$ cat src/logic/mseq_pkg.sv
// constants and types shared by the microprogram sequencer
package mseq_pkg;
    // widths
    localparam int ADDR_W = 14;
    localparam int MI_W = 17;
    localparam int NANO_W = 56;
    localparam int NANO_DEPTH = 512;
    localparam int NANO_AW = 9;
    localparam int LIT_W = 8;
    localparam int SAR_W = 4;
    localparam int SEL_W = 3;

    // microinstruction field positions (word bit n sits at index n-1)
    localparam int MI_TYPE_BIT = 0;
    localparam int MI_DEST_BIT = 1;
    localparam int MI_SEL_LO = 2;
    localparam int MI_SEL_W = 2;
    localparam int MI_SAR_LO = 4;
    localparam int MI_NANO_LO = 7;
    localparam int MI_LIT_LO = 8;
    localparam int MI_ALT_LO = 2;
    localparam int MI_PAR_BIT = 16;

    // nanoword field positions
    localparam int NANO_SEL_LO = 0;

    // reset values
    localparam logic [ADDR_W-1:0] RST_ADDR = 14'h0000;
    localparam logic [NANO_W-1:0] RST_NANO = 56'h0;
    localparam logic [LIT_W-1:0] RST_LIT = 8'h00;
    localparam logic [SAR_W-1:0] RST_SAR = 4'h0;

    // increments
    localparam logic [ADDR_W-1:0] STEP_ONE = 14'h0001;
    localparam logic [ADDR_W-1:0] STEP_TWO = 14'h0002;

    // next-address source selection
    typedef enum logic [SEL_W-1:0] {
        MSEQ_SEL_CNT1 = 3'h0,
        MSEQ_SEL_CNT2 = 3'h1,
        MSEQ_SEL_ALT1 = 3'h2,
        MSEQ_SEL_ALT2 = 3'h3,
        MSEQ_SEL_MEM1 = 3'h4
    } mseq_sel_t;
endpackage : mseq_pkg

$ cat src/logic/mseq_sel_if.sv
// selection bundle between sequencer control and next-address arithmetic
`timescale 1ns/1ns
`default_nettype none
interface mseq_sel_if;
    mseq_pkg::mseq_sel_t sel;
    logic [mseq_pkg::ADDR_W-1:0] count;
    logic [mseq_pkg::ADDR_W-1:0] alt;
    logic [mseq_pkg::ADDR_W-1:0] word;
    logic [mseq_pkg::ADDR_W-1:0] next;
    modport user (output sel, output count, output alt, output word, input next);
    modport calc (input sel, input count, input alt, input word, output next);
endinterface : mseq_sel_if
`default_nettype wire

$ cat src/logic/mseq_next_addr.sv
// next-address arithmetic: five increment choices
`timescale 1ns/1ns
`default_nettype none
module mseq_next_addr (
    mseq_sel_if.calc sif
);
    // address plus a small step, wrapping at the address width
    function automatic logic [mseq_pkg::ADDR_W-1:0] addr_add(
        input logic [mseq_pkg::ADDR_W-1:0] base,
        input logic [mseq_pkg::ADDR_W-1:0] step
    );
        addr_add = base + step;
    endfunction : addr_add

    // pick the source and step
    always_comb begin
        case (sif.sel)
            mseq_pkg::MSEQ_SEL_CNT1: sif.next = addr_add(sif.count, mseq_pkg::STEP_ONE);
            mseq_pkg::MSEQ_SEL_CNT2: sif.next = addr_add(sif.count, mseq_pkg::STEP_TWO);
            mseq_pkg::MSEQ_SEL_ALT1: sif.next = addr_add(sif.alt, mseq_pkg::STEP_ONE);
            mseq_pkg::MSEQ_SEL_ALT2: sif.next = addr_add(sif.alt, mseq_pkg::STEP_TWO);
            mseq_pkg::MSEQ_SEL_MEM1: sif.next = addr_add(sif.word, mseq_pkg::STEP_ONE);
            default: sif.next = addr_add(sif.count, mseq_pkg::STEP_ONE);
        endcase
    end
endmodule : mseq_next_addr
`default_nettype wire

$ cat src/logic/mseq_sequencer.sv
// microprogram sequencer: address registers, fetch/execute phasing, nanobit control register
`timescale 1ns/1ns
`default_nettype none
module mseq_sequencer (
    // clock and reset
    input wire logic CLK_IN,
    input wire logic ARST_N_IN,
    // micro store
    output logic [mseq_pkg::ADDR_W-1:0] MICRO_ADDR_OUT,
    input wire logic [mseq_pkg::MI_W-1:0] MICRO_DATA_IN,
    // nano store
    output logic [mseq_pkg::NANO_AW-1:0] NANO_ADDR_OUT,
    input wire logic [mseq_pkg::NANO_W-1:0] NANO_DATA_IN,
    // datapath control
    output logic [mseq_pkg::NANO_W-1:0] NANOBITS_OUT,
    output logic EXEC_OUT,
    output logic [mseq_pkg::LIT_W-1:0] LITERAL_OUT,
    output logic [mseq_pkg::SAR_W-1:0] SHIFT_AMT_OUT,
    // checking
    output logic PARITY_ERR_OUT
);
    logic rst_meta_r;
    logic rst_sync_r;
    logic rst_n;
    logic [mseq_pkg::ADDR_W-1:0] next_address_reg_r;
    logic [mseq_pkg::ADDR_W-1:0] micro_count_reg_r;
    logic [mseq_pkg::ADDR_W-1:0] alternate_count_reg_r;
    logic [mseq_pkg::NANO_W-1:0] ctrl_r;
    logic exec_r;
    logic [mseq_pkg::LIT_W-1:0] lit_r;
    logic [mseq_pkg::SAR_W-1:0] sar_r;
    logic par_err_r;
    logic is_type2;
    logic dest_alt;
    logic load_alt;
    logic load_lit;
    logic [mseq_pkg::ADDR_W-1:0] word_field;
    logic [mseq_pkg::ADDR_W-1:0] next_address_nxt;
    logic [mseq_pkg::SEL_W-1:0] nano_sel_code;
    logic [mseq_pkg::MI_SEL_W-1:0] mi_sel_code;
    logic par_bad;
    mseq_pkg::mseq_sel_t sel;
    mseq_sel_if sif ();

    // reset release through two flops
    always_ff @(posedge CLK_IN or negedge ARST_N_IN) begin
        if (!ARST_N_IN) begin
            rst_meta_r <= 1'b0;
            rst_sync_r <= 1'b0;
        end else begin
            rst_meta_r <= 1'b1;
            rst_sync_r <= rst_meta_r;
        end
    end
    assign rst_n = rst_sync_r;

    // micro word field decode
    assign is_type2 = MICRO_DATA_IN[mseq_pkg::MI_TYPE_BIT];
    assign dest_alt = MICRO_DATA_IN[mseq_pkg::MI_DEST_BIT];
    assign mi_sel_code = MICRO_DATA_IN[mseq_pkg::MI_SEL_LO +: mseq_pkg::MI_SEL_W];
    assign word_field = MICRO_DATA_IN[mseq_pkg::MI_ALT_LO +: mseq_pkg::ADDR_W];
    assign load_alt = is_type2 && dest_alt;
    assign load_lit = is_type2 && !dest_alt;
    assign nano_sel_code = ctrl_r[mseq_pkg::NANO_SEL_LO +: mseq_pkg::SEL_W];

    // nano address straight from the type I word
    assign NANO_ADDR_OUT = MICRO_DATA_IN[mseq_pkg::MI_NANO_LO +: mseq_pkg::NANO_AW];

    // next-address source selection
    always_comb begin
        sel = mseq_pkg::MSEQ_SEL_CNT1;
        if (is_type2) begin
            if (!dest_alt) begin
                sel = mseq_pkg::mseq_sel_t'({1'b0, mi_sel_code});
            end
        end else if (exec_r) begin
            if (nano_sel_code <= mseq_pkg::MSEQ_SEL_MEM1) begin
                sel = mseq_pkg::mseq_sel_t'(nano_sel_code);
            end
        end
    end

    // next-address arithmetic
    assign sif.sel = sel;
    assign sif.count = micro_count_reg_r;
    assign sif.alt = alternate_count_reg_r;
    assign sif.word = word_field;
    assign next_address_nxt = sif.next;
    mseq_next_addr mseq_next_addr_inst (
        .sif (sif.calc)
    );

    // next-address register drives the fetch address
    always_ff @(posedge CLK_IN or negedge rst_n) begin
        if (!rst_n) begin
            next_address_reg_r <= mseq_pkg::RST_ADDR;
        end else begin
            next_address_reg_r <= next_address_nxt;
        end
    end
    assign MICRO_ADDR_OUT = next_address_reg_r;

    // present count follows the flow, held over alternate jumps
    always_ff @(posedge CLK_IN or negedge rst_n) begin
        if (!rst_n) begin
            micro_count_reg_r <= mseq_pkg::RST_ADDR;
        end else if (sel != mseq_pkg::MSEQ_SEL_ALT1 && sel != mseq_pkg::MSEQ_SEL_ALT2) begin
            micro_count_reg_r <= next_address_nxt;
        end
    end

    // alternate count preset by type II
    always_ff @(posedge CLK_IN or negedge rst_n) begin
        if (!rst_n) begin
            alternate_count_reg_r <= mseq_pkg::RST_ADDR;
        end else if (load_alt) begin
            alternate_count_reg_r <= word_field;
        end
    end

    // literal and shift-amount presets complete in the fetch cycle
    always_ff @(posedge CLK_IN or negedge rst_n) begin
        if (!rst_n) begin
            lit_r <= mseq_pkg::RST_LIT;
            sar_r <= mseq_pkg::RST_SAR;
        end else if (load_lit) begin
            lit_r <= MICRO_DATA_IN[mseq_pkg::MI_LIT_LO +: mseq_pkg::LIT_W];
            sar_r <= MICRO_DATA_IN[mseq_pkg::MI_SAR_LO +: mseq_pkg::SAR_W];
        end
    end
    assign LITERAL_OUT = lit_r;
    assign SHIFT_AMT_OUT = sar_r;

    // fetch latches nanobits, the next cycle executes them
    always_ff @(posedge CLK_IN or negedge rst_n) begin
        if (!rst_n) begin
            ctrl_r <= mseq_pkg::RST_NANO;
            exec_r <= 1'b0;
        end else if (!is_type2) begin
            ctrl_r <= NANO_DATA_IN;
            exec_r <= 1'b1;
        end else begin
            ctrl_r <= mseq_pkg::RST_NANO;
            exec_r <= 1'b0;
        end
    end
    assign NANOBITS_OUT = ctrl_r;
    assign EXEC_OUT = exec_r;

    // odd parity over all 17 bits of each fetched word
    assign par_bad = ~(^MICRO_DATA_IN);
    always_ff @(posedge CLK_IN or negedge rst_n) begin
        if (!rst_n) begin
            par_err_r <= 1'b0;
        end else begin
            par_err_r <= par_bad;
        end
    end
    assign PARITY_ERR_OUT = par_err_r;

    // checks
    AST_NANO_ADDR: assert property (@(posedge CLK_IN) disable iff (!rst_n)
        !is_type2 |-> NANO_ADDR_OUT == MICRO_DATA_IN[15:7])
        else $error("nano address not taken from word bits 8 to 16");

    AST_COUNT_HOLD: assert property (@(posedge CLK_IN) disable iff (!rst_n)
        (sel == mseq_pkg::MSEQ_SEL_ALT1 || sel == mseq_pkg::MSEQ_SEL_ALT2)
        |=> $stable(micro_count_reg_r))
        else $error("count changed on an alternate jump");

    AST_ALT_LOAD: assert property (@(posedge CLK_IN) disable iff (!rst_n)
        load_alt |=> alternate_count_reg_r == $past(word_field) ##1
        ($past(load_alt) || $stable(alternate_count_reg_r)))
        else $error("alternate count not loaded or not held");

    AST_NEXT_CNT2: assert property (@(posedge CLK_IN) disable iff (!rst_n)
        sel == mseq_pkg::MSEQ_SEL_CNT2 |=>
        MICRO_ADDR_OUT == $past(micro_count_reg_r) + mseq_pkg::STEP_TWO)
        else $error("count plus two not driven to micro address");

    AST_NEXT_MEM: assert property (@(posedge CLK_IN) disable iff (!rst_n)
        sel == mseq_pkg::MSEQ_SEL_MEM1 |=>
        MICRO_ADDR_OUT == $past(word_field) + mseq_pkg::STEP_ONE)
        else $error("word plus one not driven to micro address");

    AST_SEL_TYPE2: assert property (@(posedge CLK_IN) disable iff (!rst_n)
        (load_lit && mi_sel_code == 2'h2) |=>
        MICRO_ADDR_OUT == $past(alternate_count_reg_r) + mseq_pkg::STEP_ONE)
        else $error("type II select of alternate plus one ignored");

    AST_EXEC_LATER: assert property (@(posedge CLK_IN) disable iff (!rst_n)
        !is_type2 |=> EXEC_OUT && NANOBITS_OUT == $past(NANO_DATA_IN))
        else $error("type I nanobits not applied in the following cycle");

    AST_TYPE2_NO_EXEC: assert property (@(posedge CLK_IN) disable iff (!rst_n)
        is_type2 |=> !EXEC_OUT && NANOBITS_OUT == mseq_pkg::RST_NANO)
        else $error("execute cycle after a type II word");

    AST_LIT_LOAD: assert property (@(posedge CLK_IN) disable iff (!rst_n)
        load_lit |=> LITERAL_OUT == $past(MICRO_DATA_IN[15:8])
        && SHIFT_AMT_OUT == $past(MICRO_DATA_IN[7:4]))
        else $error("literal or shift preset missed in fetch cycle");

    AST_PARITY: assert property (@(posedge CLK_IN) disable iff (!rst_n)
        ##1 PARITY_ERR_OUT == $past(par_bad))
        else $error("parity flag does not match fetched word");

    AST_RESET_START: assert property (@(posedge CLK_IN)
        $rose(rst_n) |-> MICRO_ADDR_OUT == mseq_pkg::RST_ADDR && !EXEC_OUT
        && NANOBITS_OUT == mseq_pkg::RST_NANO)
        else $error("sequencer not at zero with clear control after reset");

    // select paths, register holds and phasing seen from the outputs and the count registers
    AST_NEXT_CNT1: assert property (@(posedge CLK_IN) disable iff (!rst_n)
        sel == mseq_pkg::MSEQ_SEL_CNT1 |=>
        MICRO_ADDR_OUT == $past(micro_count_reg_r) + mseq_pkg::STEP_ONE)
        else $error("count plus one not driven to micro address");

    AST_NEXT_ALT1: assert property (@(posedge CLK_IN) disable iff (!rst_n)
        sel == mseq_pkg::MSEQ_SEL_ALT1 |=>
        MICRO_ADDR_OUT == $past(alternate_count_reg_r) + mseq_pkg::STEP_ONE)
        else $error("alternate plus one not driven to micro address");

    AST_NEXT_ALT2: assert property (@(posedge CLK_IN) disable iff (!rst_n)
        sel == mseq_pkg::MSEQ_SEL_ALT2 |=>
        MICRO_ADDR_OUT == $past(alternate_count_reg_r) + mseq_pkg::STEP_TWO)
        else $error("alternate plus two not driven to micro address");

    AST_COUNT_FOLLOW: assert property (@(posedge CLK_IN) disable iff (!rst_n)
        !(sel == mseq_pkg::MSEQ_SEL_ALT1 || sel == mseq_pkg::MSEQ_SEL_ALT2) |=>
        micro_count_reg_r == MICRO_ADDR_OUT)
        else $error("count did not follow the new address");

    AST_ALT_HOLD: assert property (@(posedge CLK_IN) disable iff (!rst_n)
        !load_alt |=>
        $stable(alternate_count_reg_r))
        else $error("alternate count changed without a preset");

    AST_NANO_REFUSED: assert property (@(posedge CLK_IN) disable iff (!rst_n)
        (!is_type2 && EXEC_OUT && NANOBITS_OUT[2:0] > 3'h4) |=>
        MICRO_ADDR_OUT == $past(micro_count_reg_r) + mseq_pkg::STEP_ONE)
        else $error("unused nano select code did not step the count");

    AST_NANO_ALT2: assert property (@(posedge CLK_IN) disable iff (!rst_n)
        (!is_type2 && EXEC_OUT && NANOBITS_OUT[2:0] == 3'h3) |=>
        MICRO_ADDR_OUT == $past(alternate_count_reg_r) + mseq_pkg::STEP_TWO)
        else $error("nano select of alternate plus two ignored");

    AST_CTRL_IDLE: assert property (@(posedge CLK_IN) disable iff (!rst_n)
        !EXEC_OUT |-> NANOBITS_OUT == mseq_pkg::RST_NANO)
        else $error("control register not clear outside an execute cycle");

    AST_FIRST_SEL: assert property (@(posedge CLK_IN) disable iff (!rst_n)
        (!is_type2 && !EXEC_OUT) |=>
        MICRO_ADDR_OUT == $past(micro_count_reg_r) + mseq_pkg::STEP_ONE)
        else $error("type I word steered the address in its own fetch cycle");

    AST_EXEC_SOURCE: assert property (@(posedge CLK_IN) disable iff (!rst_n)
        EXEC_OUT |-> $past(is_type2) == 1'b0)
        else $error("execute cycle not preceded by a type I fetch");

    AST_LIT_HOLD: assert property (@(posedge CLK_IN) disable iff (!rst_n)
        !load_lit |=> $stable(LITERAL_OUT) && $stable(SHIFT_AMT_OUT))
        else $error("literal or shift amount changed without a preset");

    AST_TYPE2_CNT2: assert property (@(posedge CLK_IN) disable iff (!rst_n)
        MICRO_DATA_IN[3:0] == 4'h5 |=>
        MICRO_ADDR_OUT == $past(micro_count_reg_r) + mseq_pkg::STEP_TWO)
        else $error("type II select of count plus two ignored");

    AST_DEST_ALT: assert property (@(posedge CLK_IN) disable iff (!rst_n)
        MICRO_DATA_IN[1:0] == 2'h3 |=>
        MICRO_ADDR_OUT == $past(micro_count_reg_r) + mseq_pkg::STEP_ONE)
        else $error("alternate preset did not step the count");

    AST_PARITY_ODD: assert property (@(posedge CLK_IN) disable iff (!rst_n)
        ##1 PARITY_ERR_OUT == !$past(^MICRO_DATA_IN))
        else $error("parity flag disagrees with odd parity of the word");

    AST_RESET_REGS: assert property (@(posedge CLK_IN)
        $rose(rst_n) |-> micro_count_reg_r == mseq_pkg::RST_ADDR
        && alternate_count_reg_r == mseq_pkg::RST_ADDR && !PARITY_ERR_OUT)
        else $error("count registers or parity flag not clear after reset");
endmodule : mseq_sequencer
`default_nettype wire

$ cat config.mk
export PLATFORM = sky130hd
export DESIGN_NAME = mseq_sequencer
export DESIGN_NICKNAME = d
export VERILOG_FILES = /design/src/logic/mseq_pkg.sv /design/src/logic/mseq_sel_if.sv /design/src/logic/mseq_next_addr.sv /design/src/logic/mseq_sequencer.sv
export SDC_FILE = /design/constraint.sdc
export NUM_CORES = 1
export LEC_CHECK = 0
export ABC_AREA = 1
export BUFFER_PORTS_ARGS = -buffer_cell sky130_fd_sc_hd__buf_4
export CAP_MARGIN = 20
export CORE_MARGIN = 5
export CORE_UTILIZATION = 55
export DETAILED_ROUTE_END_ITERATION = 6
export PLACE_DENSITY = 0.85
export SYNTH_ARGS = -nofsm -noshare
export SYNTH_HDL_FRONTEND = slang
export SYNTH_SLANG_ARGS = --single-unit
$ cat constraint.sdc
create_clock -name CLK_IN -period 10.36 [get_ports CLK_IN]
set_input_delay 0.518 -clock CLK_IN [delete_from_list [all_inputs] [get_ports CLK_IN]]
set_output_delay 0.518 -clock CLK_IN [all_outputs]
set_load 0.02 [all_outputs]
* Word-level counts from Yosys, hierarchy flattened
Cells that the tools add are included.
** Cells by class
- Multiplexer cells :: 7
- Equality and inequality tests :: 6
- Reductions and logical operators :: 5
- Order comparisons :: 1
- Add/sub/neg operators :: 5
- Bitwise gates (word level) :: 1
** Operator list (number)
- 56-bit 2-to-1 mux :: 1
- 14-bit case mux with 4 select lines :: 1
- 14-bit by 1-bit adder with 14-bit output (second input constant) :: 3
- 14-bit by 2-bit adder with 14-bit output (second input constant) :: 2
- 17-bit XOR reduction :: 1
- 3-bit 2-to-1 mux :: 3
- 3-bit by 2-bit equality test with 1-bit output (second input constant) :: 2
- 3-bit by 2-bit != test with 1-bit output (second input constant) :: 2
- 3-bit by 1-bit equality test with 1-bit output (second input constant) :: 1
- 3-bit equality test (second input constant) :: 1
- 3-bit <= comparator (second input constant) :: 1
- 1-bit logical AND :: 3
- 2-bit 2-to-1 mux :: 1
- 1-bit logical NOT :: 1
- 1-bit 2-to-1 mux :: 1
- 1-bit NOT :: 1
** Word-level totals
- Flip-flop bits (word level) :: 114
- Input port bits :: 75

* Logic depth before layout (Yosys ltp)
Gate-level depths: netlist (run 1).
- Depth in word-level cells :: 6
- Depth in mapped cells :: 20

* Modules after synthesis
Synthesis (run 1) repeated with hierarchy kept, for this count alone.
** Second synthesis, totals
- Cell total of the unflattened synthesis :: 660
- Area total of the unflattened synthesis :: 5651.7 µm²
** By module, submodules not included
- mseq_sequencer :: times used 1, seq. area each 2852.7 µm², cells an instance 403, area an instance 4305.4 µm²
- mseq_next_addr :: times used 1, seq. area each 0.0 µm², cells an instance 257, area an instance 1346.3 µm²

* Worst setup path before layout (run 1)
OpenSTA, ideal clock, no wires.
- Kind :: input port to flip-flop
- From :: in MICRO_DATA_IN[0] (netlist bit)
- To :: reg next_address_reg_r (netlist bit MICRO_ADDR_OUT[11])
- Data arrival time :: 2.325 ns
- Path buffers :: 2
- Required time :: 10.241 ns
- Stages on the path :: 18
- Path slack :: 7.916 ns
- Library setup time :: 0.119 ns
- Cells stage by stage :: buf_6 clkinv_4 nand2_4 o21ai_4 nand2_4 buf_6 inv_1 o21ai_2 inv_1 ha_1 nand2_1 nor2_2 nand2_2 nor2_1 nand2_1 nand2_1 nand2_1 and2_1
** On the way
- Word-level cells in the longest chain between the ends :: 3
- Elaborated cells between the ends (all ways) :: 6
** Ends and longest elaborated chain
- start: declaration :: line mseq_sequencer.sv:10 : input wire logic [mseq_pkg::MI_W-1:0] MICRO_DATA_IN,
- 3-bit 2-to-1 mux (*) :: line mseq_sequencer.sv:72 : if (is_type2) begin
- 3-bit equality test, or another cell as far along :: line mseq_next_addr.sv:17 : case (sif.sel)
- 14-bit case mux with 4 select lines (*) :: line mseq_next_addr.sv:17
- via mseq_next_addr_inst.sif.next[11] :: line mseq_sel_if.sv:11 : modport calc (input sel, input count, input alt, input word, output next);
- end signal: assignment :: line mseq_sequencer.sv:96 : next_address_reg_r <= mseq_pkg::RST_ADDR;
- end signal: assignment :: line mseq_sequencer.sv:98 : next_address_reg_r <= next_address_nxt;
- end: declaration :: line mseq_sequencer.sv:25 : logic [mseq_pkg::ADDR_W-1:0] next_address_reg_r;
Mark *: on every way through the listed nets, which the timed path passes. The rest lies on a longest branch.
A chain may end at the register's enable or synchronous reset.

* Final worst setup path (run 1)
- From :: reg ctrl_r (netlist bit NANOBITS_OUT[2])
- To :: reg next_address_reg_r (netlist bit MICRO_ADDR_OUT[11])
** On the way
- Word-level cells in the longest chain between the ends :: 6
- Elaborated cells between the ends (all ways) :: 9
** Ends and longest elaborated chain
- start: declaration :: line mseq_sequencer.sv:28 : logic [mseq_pkg::NANO_W-1:0] ctrl_r;
- start signal: assignment :: line mseq_sequencer.sv:137 : ctrl_r <= mseq_pkg::RST_NANO;
- start signal: assignment :: line mseq_sequencer.sv:143 : ctrl_r <= mseq_pkg::RST_NANO;
- 3-bit <= comparator :: line mseq_sequencer.sv:77 : if (nano_sel_code <= mseq_pkg::MSEQ_SEL_MEM1) begin
- 3-bit 2-to-1 mux (*) :: line mseq_sequencer.sv:77
- 3-bit 2-to-1 mux (*) :: line mseq_sequencer.sv:76 : end else if (exec_r) begin
- 3-bit 2-to-1 mux (*) :: line mseq_sequencer.sv:72
- 3-bit equality test, or another cell as far along :: line mseq_next_addr.sv:17
- 14-bit case mux with 4 select lines (*) :: line mseq_next_addr.sv:17
- via mseq_next_addr_inst.sif.next[11] :: line mseq_sel_if.sv:11
Marked as above.

==> results of run 1 <==
[power groups by stage]
| stage | combinational [µW] | clock [µW] | sequential (µW) |
|---|---|---|---|
| 2_1_floorplan | 191 | 0 | 607 |
| 3_3_place_gp | 382 | 0 | 561 |
| 3_5_place_dp | 393 | 0 | 560 |
| 6_report | 397 | 591 | 555 |
| 5_1_grt | 437 | 620 | 563 |
| 4_1_cts | 396 | 598 | 555 |
[worst paths after layout]
kind / end / slack, ns / cells past startpoint
max: MICRO_ADDR_OUT[11] / 7.42 / 16
min: NANOBITS_OUT[40] / 0.20 / 3
max reg2reg: MICRO_ADDR_OUT[11] / 7.42 / 16
min reg2reg: MICRO_ADDR_OUT[6] / 0.32 / 0
max in group asynchronous: micro_count_reg_r[8] / 8.78 / 1
min in group asynchronous: MICRO_ADDR_OUT[6] / 0.32 / 0
[worst max-delay path, stage by stage, from the launching register on]
cell and delay, ns:
dfrtp_1 0.41, inv_1 0.06, nand2_1 0.10, o21ai_4 0.50, nand2_4 0.29, inv_1 0.16, o21ai_2 0.09, inv_1 0.10
ha_1 0.20, nand2_1 0.10, nor2_2 0.22, nand2_2 0.11, nor2_1 0.09, nand2_1 0.05, nand2_1 0.08, nand2_1 0.06
and2_1 0.19
[per-stage QoR]
| stage | power [µW] | cells | utilization |
|---|---|---|---|
| 3_5_place_dp | 953 | 905 | 0.685 |
| 6_report | 1540 | 938 | 0.749 |
| 3_3_place_gp | 943 | 905 | 0.685 |
| 2_1_floorplan | 797 | 633 | - |
| 5_1_grt | 1620 | 938 | 0.749 |
| 4_1_cts | 1550 | 938 | 0.749 |
[kinds of logic after synthesis]
logic type | synth area share
AND/OR/NAND/NOR | 0.241
adder cells (fa/ha/maj) | 0.00937
buffers and inverters | 0.104
AO/OA/AOI/OAI | 0.0637
XOR/XNOR | 0.0246
multiplexers | 0.0232
other | 0.000702
flip-flops | 0.534
[sequential cells by signal, summed over array words and instances (netlist names)]
signal / count
SHIFT_AMT_OUT: 4
rst_n: 1
rst_meta_r: 1
EXEC_OUT: 1
micro_count_reg_r: 14
alternate_count_reg_r: 14
PARITY_ERR_OUT: 1
MICRO_ADDR_OUT: 14
NANOBITS_OUT: 56
LITERAL_OUT: 8
[cells in the final DEF (no fill, tap or decap), drive strengths merged]
master	Yosys	final
dfrtp	114	114
o221ai	1	1
o22ai	1	1
a31oi	3	3
o21bai	4	4
nand2	151	151
and2	1	1
o211ai	1	1
ha	4	4
bufinv	0	3
dlygate4sd3	0	1
xor2	3	3
o21ai	42	42
mux2	11	11
nand3	54	54
clkbuf	10	24
xnor2	12	12
inv	100	100
clkinv	1	2
clkinvlp	0	4
buf	19	168
conb	1	1
a21oi	5	5
nand4	7	7
nor2	88	88
[layer usage]
| layer | share of wire | global-route usage |
|---|---|---|
| met1 | 0.38 | 0.322 |
| met2 | 0.50 | 0.441 |
| met3 | 0.10 | 0.110 |
| met4 | 0.020 | 0.103 |
| met5 | 0 | 0 |
[area by class of cell]
class	count	area, µm²
Sequential cell	114	2860
Fill cell	660	2420
Multi-Input combinational cell	389	1930
Timing Repair Buffer	169	1270
Clock buffer	24	480
Inverter	101	387
Tap cell	133	166
Clock inverter	8	125
[what timing repair did]
action / 4_1_cts / 5_1_grt
hold endpoints to repair: 2 / 0
setup buffers: 0 / 0
hold buffers: 1 / 0
endpoints found under the setup margin: 0 / 0
==> results.yml, run 1 <==
logic_synthesis:
  synth-edff-count: 0
  syn_area_um2: 5340
  syn-instance-count: 633
  synth_top_area_frac: 0.534
  ys_seq_elements: 114
  async_reset_ff_frac: 1.00
  yosys_warnings: 0
  synth.avg_cell_area_um2: 8.44
  synth.yosys.seq_area_share: 0.534
  synth_fp_nets: 712
  synthFlopType: "dfrtp_1"
  synth_most_common_cell: "nand2_1"
  yosys-top-cells-count: "nand2_1 (145), dfrtp_1 (114), inv_1 (98)"
  synth_top_cell_by_area: "dfrtp_1"
  synth_area_leaders: "dfrtp_1 (53%), nand2_1 (10%), inv_1 (6.9%)"
  ys_types: 34
floorplanning:
  io_pins: 168
  die_h_um: 109
  rows: 36
  die_area_um2: 11800
  fp.dieW_um: 109
  start_util: 0.554
  core_area_um2: 9640
cts:
  cts_tree: "yes"
  clockBufferDepth: 2
  clk_transition_reported_paths_ns: 0.06
  numCtsBuffers: 17
  cts.sinks: 114
  cts_root_buffer: "clkbuf_8"
  clk_latency_ns: 0.52
  h-tree-depth: 4
  cts-resized-gates: 0
power_and_ir_drop:
  p_int_uw: 1050
  p_clk_frac: 0.383
  pwr_density_cell_nw_per_um2: 214
  leakage_uw: 0.00389
  ir_drop_v: 0.000134
  comb_power_share: 0.257
  switching_power_uw: 489
  seqPwrFrac: 0.360
  swShare: 0.317
sta:
  setup_tns_ns: 0
  fin_skew_ns: 0.00722
  fin_ws_ns: 7.42
  max_freq_mhz: 340
  hold_ws_ns: 0.201
  setup-violations-final: 0
  tightest_slew_ns: 0.855
  period_needed_ns: 2.94
  maxSlewViolCount: 0
  rsz0062_at_grt: "false"
  hold_viol_final: 0
  fin_crit_sh: 0.284
  relSlewSlack: 0.430
critical_path:
  cp.arrival_ns: 3.35
  end_kind: "flop"
  critical_path_required_ns: 10.77
  r2r-start: "NANOBITS_OUT[2]"
  critPathLaunch: "NANOBITS_OUT[2]"
  cp-start-kind: "flop"
  crit_fanout: 26
  path_class: "reg -> reg"
global_route:
  antenna_found_initial: 0
  grtUsageTotal: 0.271
  grt.overflow.total: 0
  grt_pass1_wl_um: 24100
  grt_max_degree: 71
  grt_pass1_vias: 4841
routing:
  drt_iter0_markers: 347
  vias_per_cell: 5.02
  wl_per_cell_um: 15.8
  vias: 4705
  postRouteAntennaNets: 0
  drt-pass1-iter-count: 7
  routed_wl_um: 14800
  drc: 0
placement:
  portBuffers: 167
  dpl_cell_area_um2: 6610
  hpwl_um: 10900
  pre_cts_slack_ns: 7.00
  routabilityCongestion: 0.923
finish:
  fin_area_um2: 7220
  drive_above_1_share: 0.291
  final_nets: 871
  area_delta_synth_final_pct: 35.2
  n_antenna_cell: 0
outcome:
  status: "finished, final reports clean"
hold_path:
  hp-class: "in -> reg"
  worstHoldStart: "NANO_DATA_IN[40]"
run:
  maxCapViolCount: 0
Note: power is estimated with default switching activity, not from simulation.
==> run 2, diff against run 1 <==
--- a/config.mk
+++ b/config.mk
@@ -9,9 +9,9 @@
 export BUFFER_PORTS_ARGS = -buffer_cell sky130_fd_sc_hd__buf_4
 export CAP_MARGIN = 20
 export CORE_MARGIN = 5
-export CORE_UTILIZATION = 55
+export CORE_UTILIZATION = 51
 export DETAILED_ROUTE_END_ITERATION = 6
-export PLACE_DENSITY = 0.85
+export PLACE_DENSITY = 0.8
 export SYNTH_ARGS = -nofsm -noshare
 export SYNTH_HDL_FRONTEND = slang
 export SYNTH_SLANG_ARGS = --single-unit
==> constraint.sdc (replaced) <==
create_clock -name CLK_IN -period 2.9 [get_ports CLK_IN]
set_input_delay 0.145 -clock CLK_IN [delete_from_list [all_inputs] [get_ports CLK_IN]]
set_output_delay 0.145 -clock CLK_IN [all_outputs]
set_load 0.02 [all_outputs]
==> run 2 against run 1 <==
  * Critical path depth up 1
  * Global-route usage grew 3.6 points
  * Combinational power rose to 3.8 times the previous value
  * Final cell count rose by 9.3%
  * Die area increased by 7.1%
  * Sequential share of layout area decreased by 3.9 points
  * Via count increased by 13%
  * First-iteration DRC count up 22%
  * Critical path type unchanged
  * Largest power group is now registers
==> results.yml, run 2 (synthesis gave the netlist of run 1 again) <==
outcome:
  status: "finished, final reports clean"
cts:
  cts_tree: "yes"
  clk_latency_ns: 0.53
  cts_root_buffer: "clkbuf_8"
  cts.sinks: 114
  numCtsBuffers: 17
  clockBufferDepth: 2
  h-tree-depth: 4
  clk_transition_reported_paths_ns: 0.06
sta:
  fin_crit_sh: 0.880
  relSlewSlack: 0.562
  fin_skew_ns: 0.0171
  rsz0062_at_grt: "false"
  max_freq_mhz: 392
  setup-violations-final: 0
  setup_tns_ns: 0
  hold_viol_final: 0
  hold_ws_ns: 0.0568
  maxSlewViolCount: 0
  tightest_slew_ns: 0.657
  period_needed_ns: 2.55
critical_path:
  worst_path_largest_cell_delay_ns: 0.42
  crit_fanout: 19
  critical_path_required_ns: 3.36
  path_cells: "nand2_1, inv_1, nand2_1, nand2_4, inv_4, nor2_4, nand2_1, nand3_1, ha_1, nand2_1, nor2_4, nand3_1, nand2_1, nand3_1, nand2_1, nand2_1, nand2_1"
  path_common_cell: "nand2_1"
  path_class: "reg -> reg"
  cp-start-kind: "flop"
  end_kind: "flop"
  cp.arrival_ns: 3.01
  crit_family: "simple AND/OR/NAND/NOR gates"
  worst-path-buf-inv: 2
  crit_slowest_cell: "dfrtp_1"
global_route:
  antenna_found_initial: 0
  grt_pass1_vias: 5602
  grt.overflow.total: 0
  grt_max_degree: 59
  grt_pass1_wl_um: 29800
  grtUsageTotal: 0.306
floorplanning:
  io_pins: 168
  die_h_um: 112
  fp.dieW_um: 112
  rows: 37
  die_area_um2: 12600
  core_area_um2: 10300
  start_util: 0.520
routing:
  postRouteAntennaNets: 0
  drt_iter0_markers: 425
  drc: 0
  drt-pass1-iter-count: 5
  wl_per_cell_um: 18.2
  vias: 5340
  routed_wl_um: 18600
  vias_per_cell: 5.21
finish:
  final_common_cell: "buf_4"
  final_nets: 955
  fin_util: 0.779
  area_delta_synth_final_pct: 50.0
  largest_reg_flops: 56
  n_antenna_cell: 0
  layout_common_cells: "buf_4 (178), nand2_1 (145), dfrtp_1 (113)"
  drive_above_1_share: 0.280
hold_path:
  hp-class: "in -> reg"
power_and_ir_drop:
  leakage_uw: 0.00424
  ir_drop_v: 0.000389
  pwr_density_cell_nw_per_um2: 687
placement:
  portBuffers: 167
  hpwl_um: 10900
  routabilityCongestion: 0.981
run:
  maxCapViolCount: 0
run 2: cell types whose count changed in the layout (fill, tap and decap cells not counted):
cell,delta
clkinv_4,+3
buf_4,+10
o21ai_2,+1
buf_6,+1
o21ai_1,-1
dlygate4sd3_1,+72
clkinv_2,+4
bufinv_16,-1
clkbuf_1,-2
buf_12,+1
clkbuf_8,-4
run 2: worst paths after layout:
kind	startpoint	end	slack, ns	cells past startpoint
worst min-delay path	MICRO_DATA_IN[16]	PARITY_ERR_OUT	0.06	4
worst max-delay path	EXEC_OUT	micro_count_reg_r[12]	0.35	17
worst min register to register	rst_meta_r	rst_n	0.35	0
min in group asynchronous	rst_n	NANOBITS_OUT[3]	0.36	0
max in group asynchronous	rst_n	MICRO_ADDR_OUT[10]	1.62	2
worst max register to register	EXEC_OUT	micro_count_reg_r[12]	0.35	17
run 2: power breakdown:
group / internal (µW) / switching, µW / total, µW
registers: 1830 / 159 / 1990
clock network: 1210 / 773 / 1990
logic: 611 / 913 / 1520
total: 3660 / 1840 / 5500
run 2: timing repair:
action,CTS,global route
hold endpoints to repair,85,0
hold buffers,73,0
gates resized for setup,0,2
setup endpoints to repair,0,3
buffers inserted,0,5
run 2: metal layers:
| layer | wire [µm] | part of all wire | vias up | GRT usage |
|---|---|---|---|---|
| met5 | 0 | 0 | - | 0 |
| met4 | 914 | 0.049 | 0 | 0.163 |
| met3 | 1790 | 0.096 | 68 | 0.102 |
| met2 | 9300 | 0.50 | 304 | 0.518 |
| met1 | 6640 | 0.36 | 2532 | 0.343 |
| li1 | - | - | 2436 | - |
run 2: tightest hold or removal path, delay by kind of cell:
| kind | cells | cell delay, ns |
|---|---|---|
| xor+xnor | 3 | 0.31 |
| buf+inv | 1 | 0.09 |
run 2: through the flow:
step / setup slack [ns] / instance area [µm²] / std cells / power (µW)
after floorplan: 0.524 / 5340 / 633 / 2850
after global placement: 0.376 / 6670 / 915 / 3370
after detailed placement: 0.319 / 6670 / 915 / 3400
after CTS: 0.293 / 7960 / 1020 / 5450
after global routing: 0.103 / 8010 / 1025 / 5770
final: 0.349 / 8010 / 1025 / 5500
run 2: cell type report:
class                           instances  area [µm²]
Inverter                              101         387
Timing Repair Buffer                  253        2100
Clock buffer                           18         418
Tap cell                              136         170
Multi-Input combinational cell        389        1940
Fill cell                             653        2270
Sequential cell                       114        2860
Clock inverter                         14         141
==> run 3, diff against run 2 <==
--- a/config.mk
+++ b/config.mk
@@ -9,9 +9,10 @@
 export BUFFER_PORTS_ARGS = -buffer_cell sky130_fd_sc_hd__buf_4
 export CAP_MARGIN = 20
 export CORE_MARGIN = 5
-export CORE_UTILIZATION = 51
+export CORE_UTILIZATION = 52
 export DETAILED_ROUTE_END_ITERATION = 6
 export PLACE_DENSITY = 0.8
 export SYNTH_ARGS = -nofsm -noshare
 export SYNTH_HDL_FRONTEND = slang
+export SYNTH_HIERARCHICAL = 1
 export SYNTH_SLANG_ARGS = --single-unit
==> run 3 against run 2 <==
  * Die area grew 3.5%
  * Via count shrank 0.54%
  * Final cell count grew 1.9%
  * Critical path type unchanged
  * Critical endpoint is now micro_count_reg_r[11]
  * Largest cell class unchanged
==> results.yml, run 3 <==
outcome:
  status: "finished, final reports clean"
finish:
  largest_reg_flops: 56
  drive_above_1_share: 0.299
  layout_common_cells: "buf_4 (173), nand2_1 (140), dfrtp_1 (113)"
  area_delta_synth_final_pct: 45.4
  fillers: 704
  seq_area_um2: 2860
  final_nets: 971
  final_common_cell: "buf_4"
  multi_input_comb_area_um2: 2130
power_and_ir_drop:
  swShare: 0.326
  switching_power_uw: 1860
  p_int_uw: 3840
  leakage_uw: 0.00433
  ir_drop_v: 0.000510
  seqPwrFrac: 0.353
  pwr_density_cell_nw_per_um2: 693
  p_clk_frac: 0.365
  comb_power_share: 0.281
sta:
  fin_skew_ns: 0.0111
  fin_crit_sh: 0.932
  setup_tns_ns: 0
  rsz0062_at_grt: "false"
  fin_ws_ns: 0.198
  period_needed_ns: 2.70
  relSlewSlack: 0.507
  max_freq_mhz: 370
  hold_viol_final: 0
  tightest_slew_ns: 0.740
  maxSlewViolCount: 0
  setup-violations-final: 0
  hold_ws_ns: 0.0401
cts:
  cts.sinks: 114
  cts_tree: "yes"
  clockBufferDepth: 2
  clk_transition_reported_paths_ns: 0.06
  h-tree-depth: 4
  cts_root_buffer: "clkbuf_8"
  cts_setup_buffers: 0
  clk_latency_ns: 0.53
  numCtsBuffers: 17
critical_path:
  r2r_end: "micro_count_reg_r[11]"
  reg2reg_depth: 17
  cp-start-kind: "flop"
  r2r_slack_ns: 0.20
  end_kind: "flop"
  r2r-start: "NANOBITS_OUT[2]"
  cp.arrival_ns: 3.15
  crit_fanout: 35
  critical_path_required_ns: 3.35
  path_class: "reg -> reg"
logic_synthesis:
  synth-edff-count: 0
  synth.yosys.seq_area_share: 0.505
  syn-instance-count: 660
  yosys-top-cells-count: "nand2_1 (140), dfrtp_1 (114), inv_1 (107)"
  synth_top_cell_by_area: "dfrtp_1"
  synth_top_area_frac: 0.505
  synth.avg_cell_area_um2: 8.56
  syn_area_um2: 5650
  async_reset_ff_frac: 1.00
  yosys_warnings: 6
  synthFlopType: "dfrtp_1"
  synth_fp_nets: 739
  ys_types: 43
  synth_area_leaders: "dfrtp_1 (50%), nand2_1 (9.3%), inv_1 (7.1%)"
  ys_seq_elements: 114
  synth_most_common_cell: "nand2_1"
placement:
  pre_cts_slack_ns: 0.300
  routabilityCongestion: 0.900
  portBuffers: 167
  hpwl_um: 11000
floorplanning:
  fp.dieW_um: 114
  io_pins: 168
  start_util: 0.526
  die_h_um: 114
  die_area_um2: 13100
  rows: 38
  core_area_um2: 10700
routing:
  drc: 0
  wl_per_cell_um: 17.3
  drt-pass1-iter-count: 5
  drt_iter0_markers: 305
  postRouteAntennaNets: 0
  routed_wl_um: 18100
  vias: 5311
  vias_per_cell: 5.09
global_route:
  antenna_found_initial: 1
  grt.overflow.total: 0
  grt_pass1_vias: 5576
  use_met1: 0.315
  top_usage_layer: "met2"
  grt_pass1_wl_um: 28800
  grt_util_met2: 0.499
  grt_max_degree: 62
  met3_usage: 0.107
  grtUsageTotal: 0.289
run:
  maxCapViolCount: 0
hold_path:
  worstHoldStart: "MICRO_DATA_IN[3]"
  hp-class: "in -> reg"
  min_to: "alternate_count_reg_r[1]"
  holdPathStages: 3
-- run 3: cell types whose count changed in the layout (fill, tap and decap cells not counted), moves of 5 or more --
cell / before / now
a21oi_1: 5 / 17
o21ai_1: 10 / 3
inv_1: 98 / 107
o21ai_0: 24 / 10
buf_4: 178 / 173
nand3_2: 0 / 5
o21ai_2: 7 / 14
nand2_2: 3 / 8
nand2_1: 145 / 140
mux2_2: 11 / 17
-- run 3: cell type report --
cell class,count,share of cell area
sequential,114,0.348
tap,140,0.0213
antenna,1,0.000305
timing repair buffer,246,0.248
clock inverter,9,0.0161
inverter,113,0.0522
clock buffer,21,0.0547
multi-input combinational,400,0.259
-- run 3: worst max-delay path: stages (launching register included) --
cell     delay [ns]
dfrtp_1        0.40
inv_1          0.11
nand4_1        0.18
o31ai_4        0.18
buf_4          0.44
nand3_1        0.15
nand2_1        0.11
ha_1           0.19
nand2_2        0.08
nor2_4         0.18
nand2_2        0.08
nor2_2         0.12
nand2_1        0.06
nand2_1        0.05
nand2_1        0.05
nand2_1        0.08
inv_1          0.05
o21ai_2        0.11
-- run 3: how the worst max path moves through the flow --
stage,cells after the start,end,start
detailed placement,17,micro_count_reg_r[11],NANOBITS_OUT[2]
CTS,17,micro_count_reg_r[11],NANOBITS_OUT[2]
floorplan,16,micro_count_reg_r[7],NANOBITS_OUT[0]
global route,14,micro_count_reg_r[8],EXEC_OUT
finish,17,micro_count_reg_r[11],NANOBITS_OUT[2]
global placement,17,micro_count_reg_r[11],NANOBITS_OUT[2]
-- run 3: power by group through the flow --
| stage | combinational [µW] | sequential, µW | clock [µW] |
|---|---|---|---|
| 3_5_place_dp | 1490 | 2030 | 0 |
| 5_1_grt | 1750 | 2040 | 2190 |
| 6_report | 1600 | 2010 | 2080 |
| 4_1_cts | 1580 | 2010 | 2070 |
| 2_1_floorplan | 797 | 2170 | 0 |
| 3_3_place_gp | 1460 | 2030 | 0 |
-- run 3: logic make-up (layout without fill, tap and decap cells) --
group | Yosys count | after routing | share of synthesized area
multiplexers | 17 | 17 | 0.0339
XOR/XNOR | 14 | 14 | 0.0217
other | 1 | 2 | 0.000664
flip-flops | 114 | 114 | 0.505
AO/OA/AOI/OAI | 55 | 55 | 0.0671
buffers and inverters | 146 | 389 | 0.118
AND/OR/NAND/NOR | 309 | 309 | 0.245
adder cells (fa/ha/maj) | 4 | 4 | 0.00886
-- run 3: metal layers --
layer | up-vias | wire length (µm) | share of wire
met2 | 229 | 9090 | 0.50
met1 | 2537 | 6660 | 0.37
li1 | 2492 | - | -
met3 | 53 | 1600 | 0.088
met5 | - | 0 | 0
met4 | 0 | 711 | 0.039
-- run 3: through the flow --
step	power [µW]	util	cells	instance area (µm²)
floorplan	2970	-	660	5650
global placement	3490	0.643	941	6910
detailed placement	3520	0.643	941	6910
CTS	5660	0.764	1043	8210
global route	5980	0.765	1044	8220
finish	5690	0.765	1044	8220
-- run 3: repair_timing --
item	CTS	global route
hold buffers	72	0
endpoints found under the setup margin	0	1
endpoints found under the hold margin	84	0
gates resized for setup	0	1
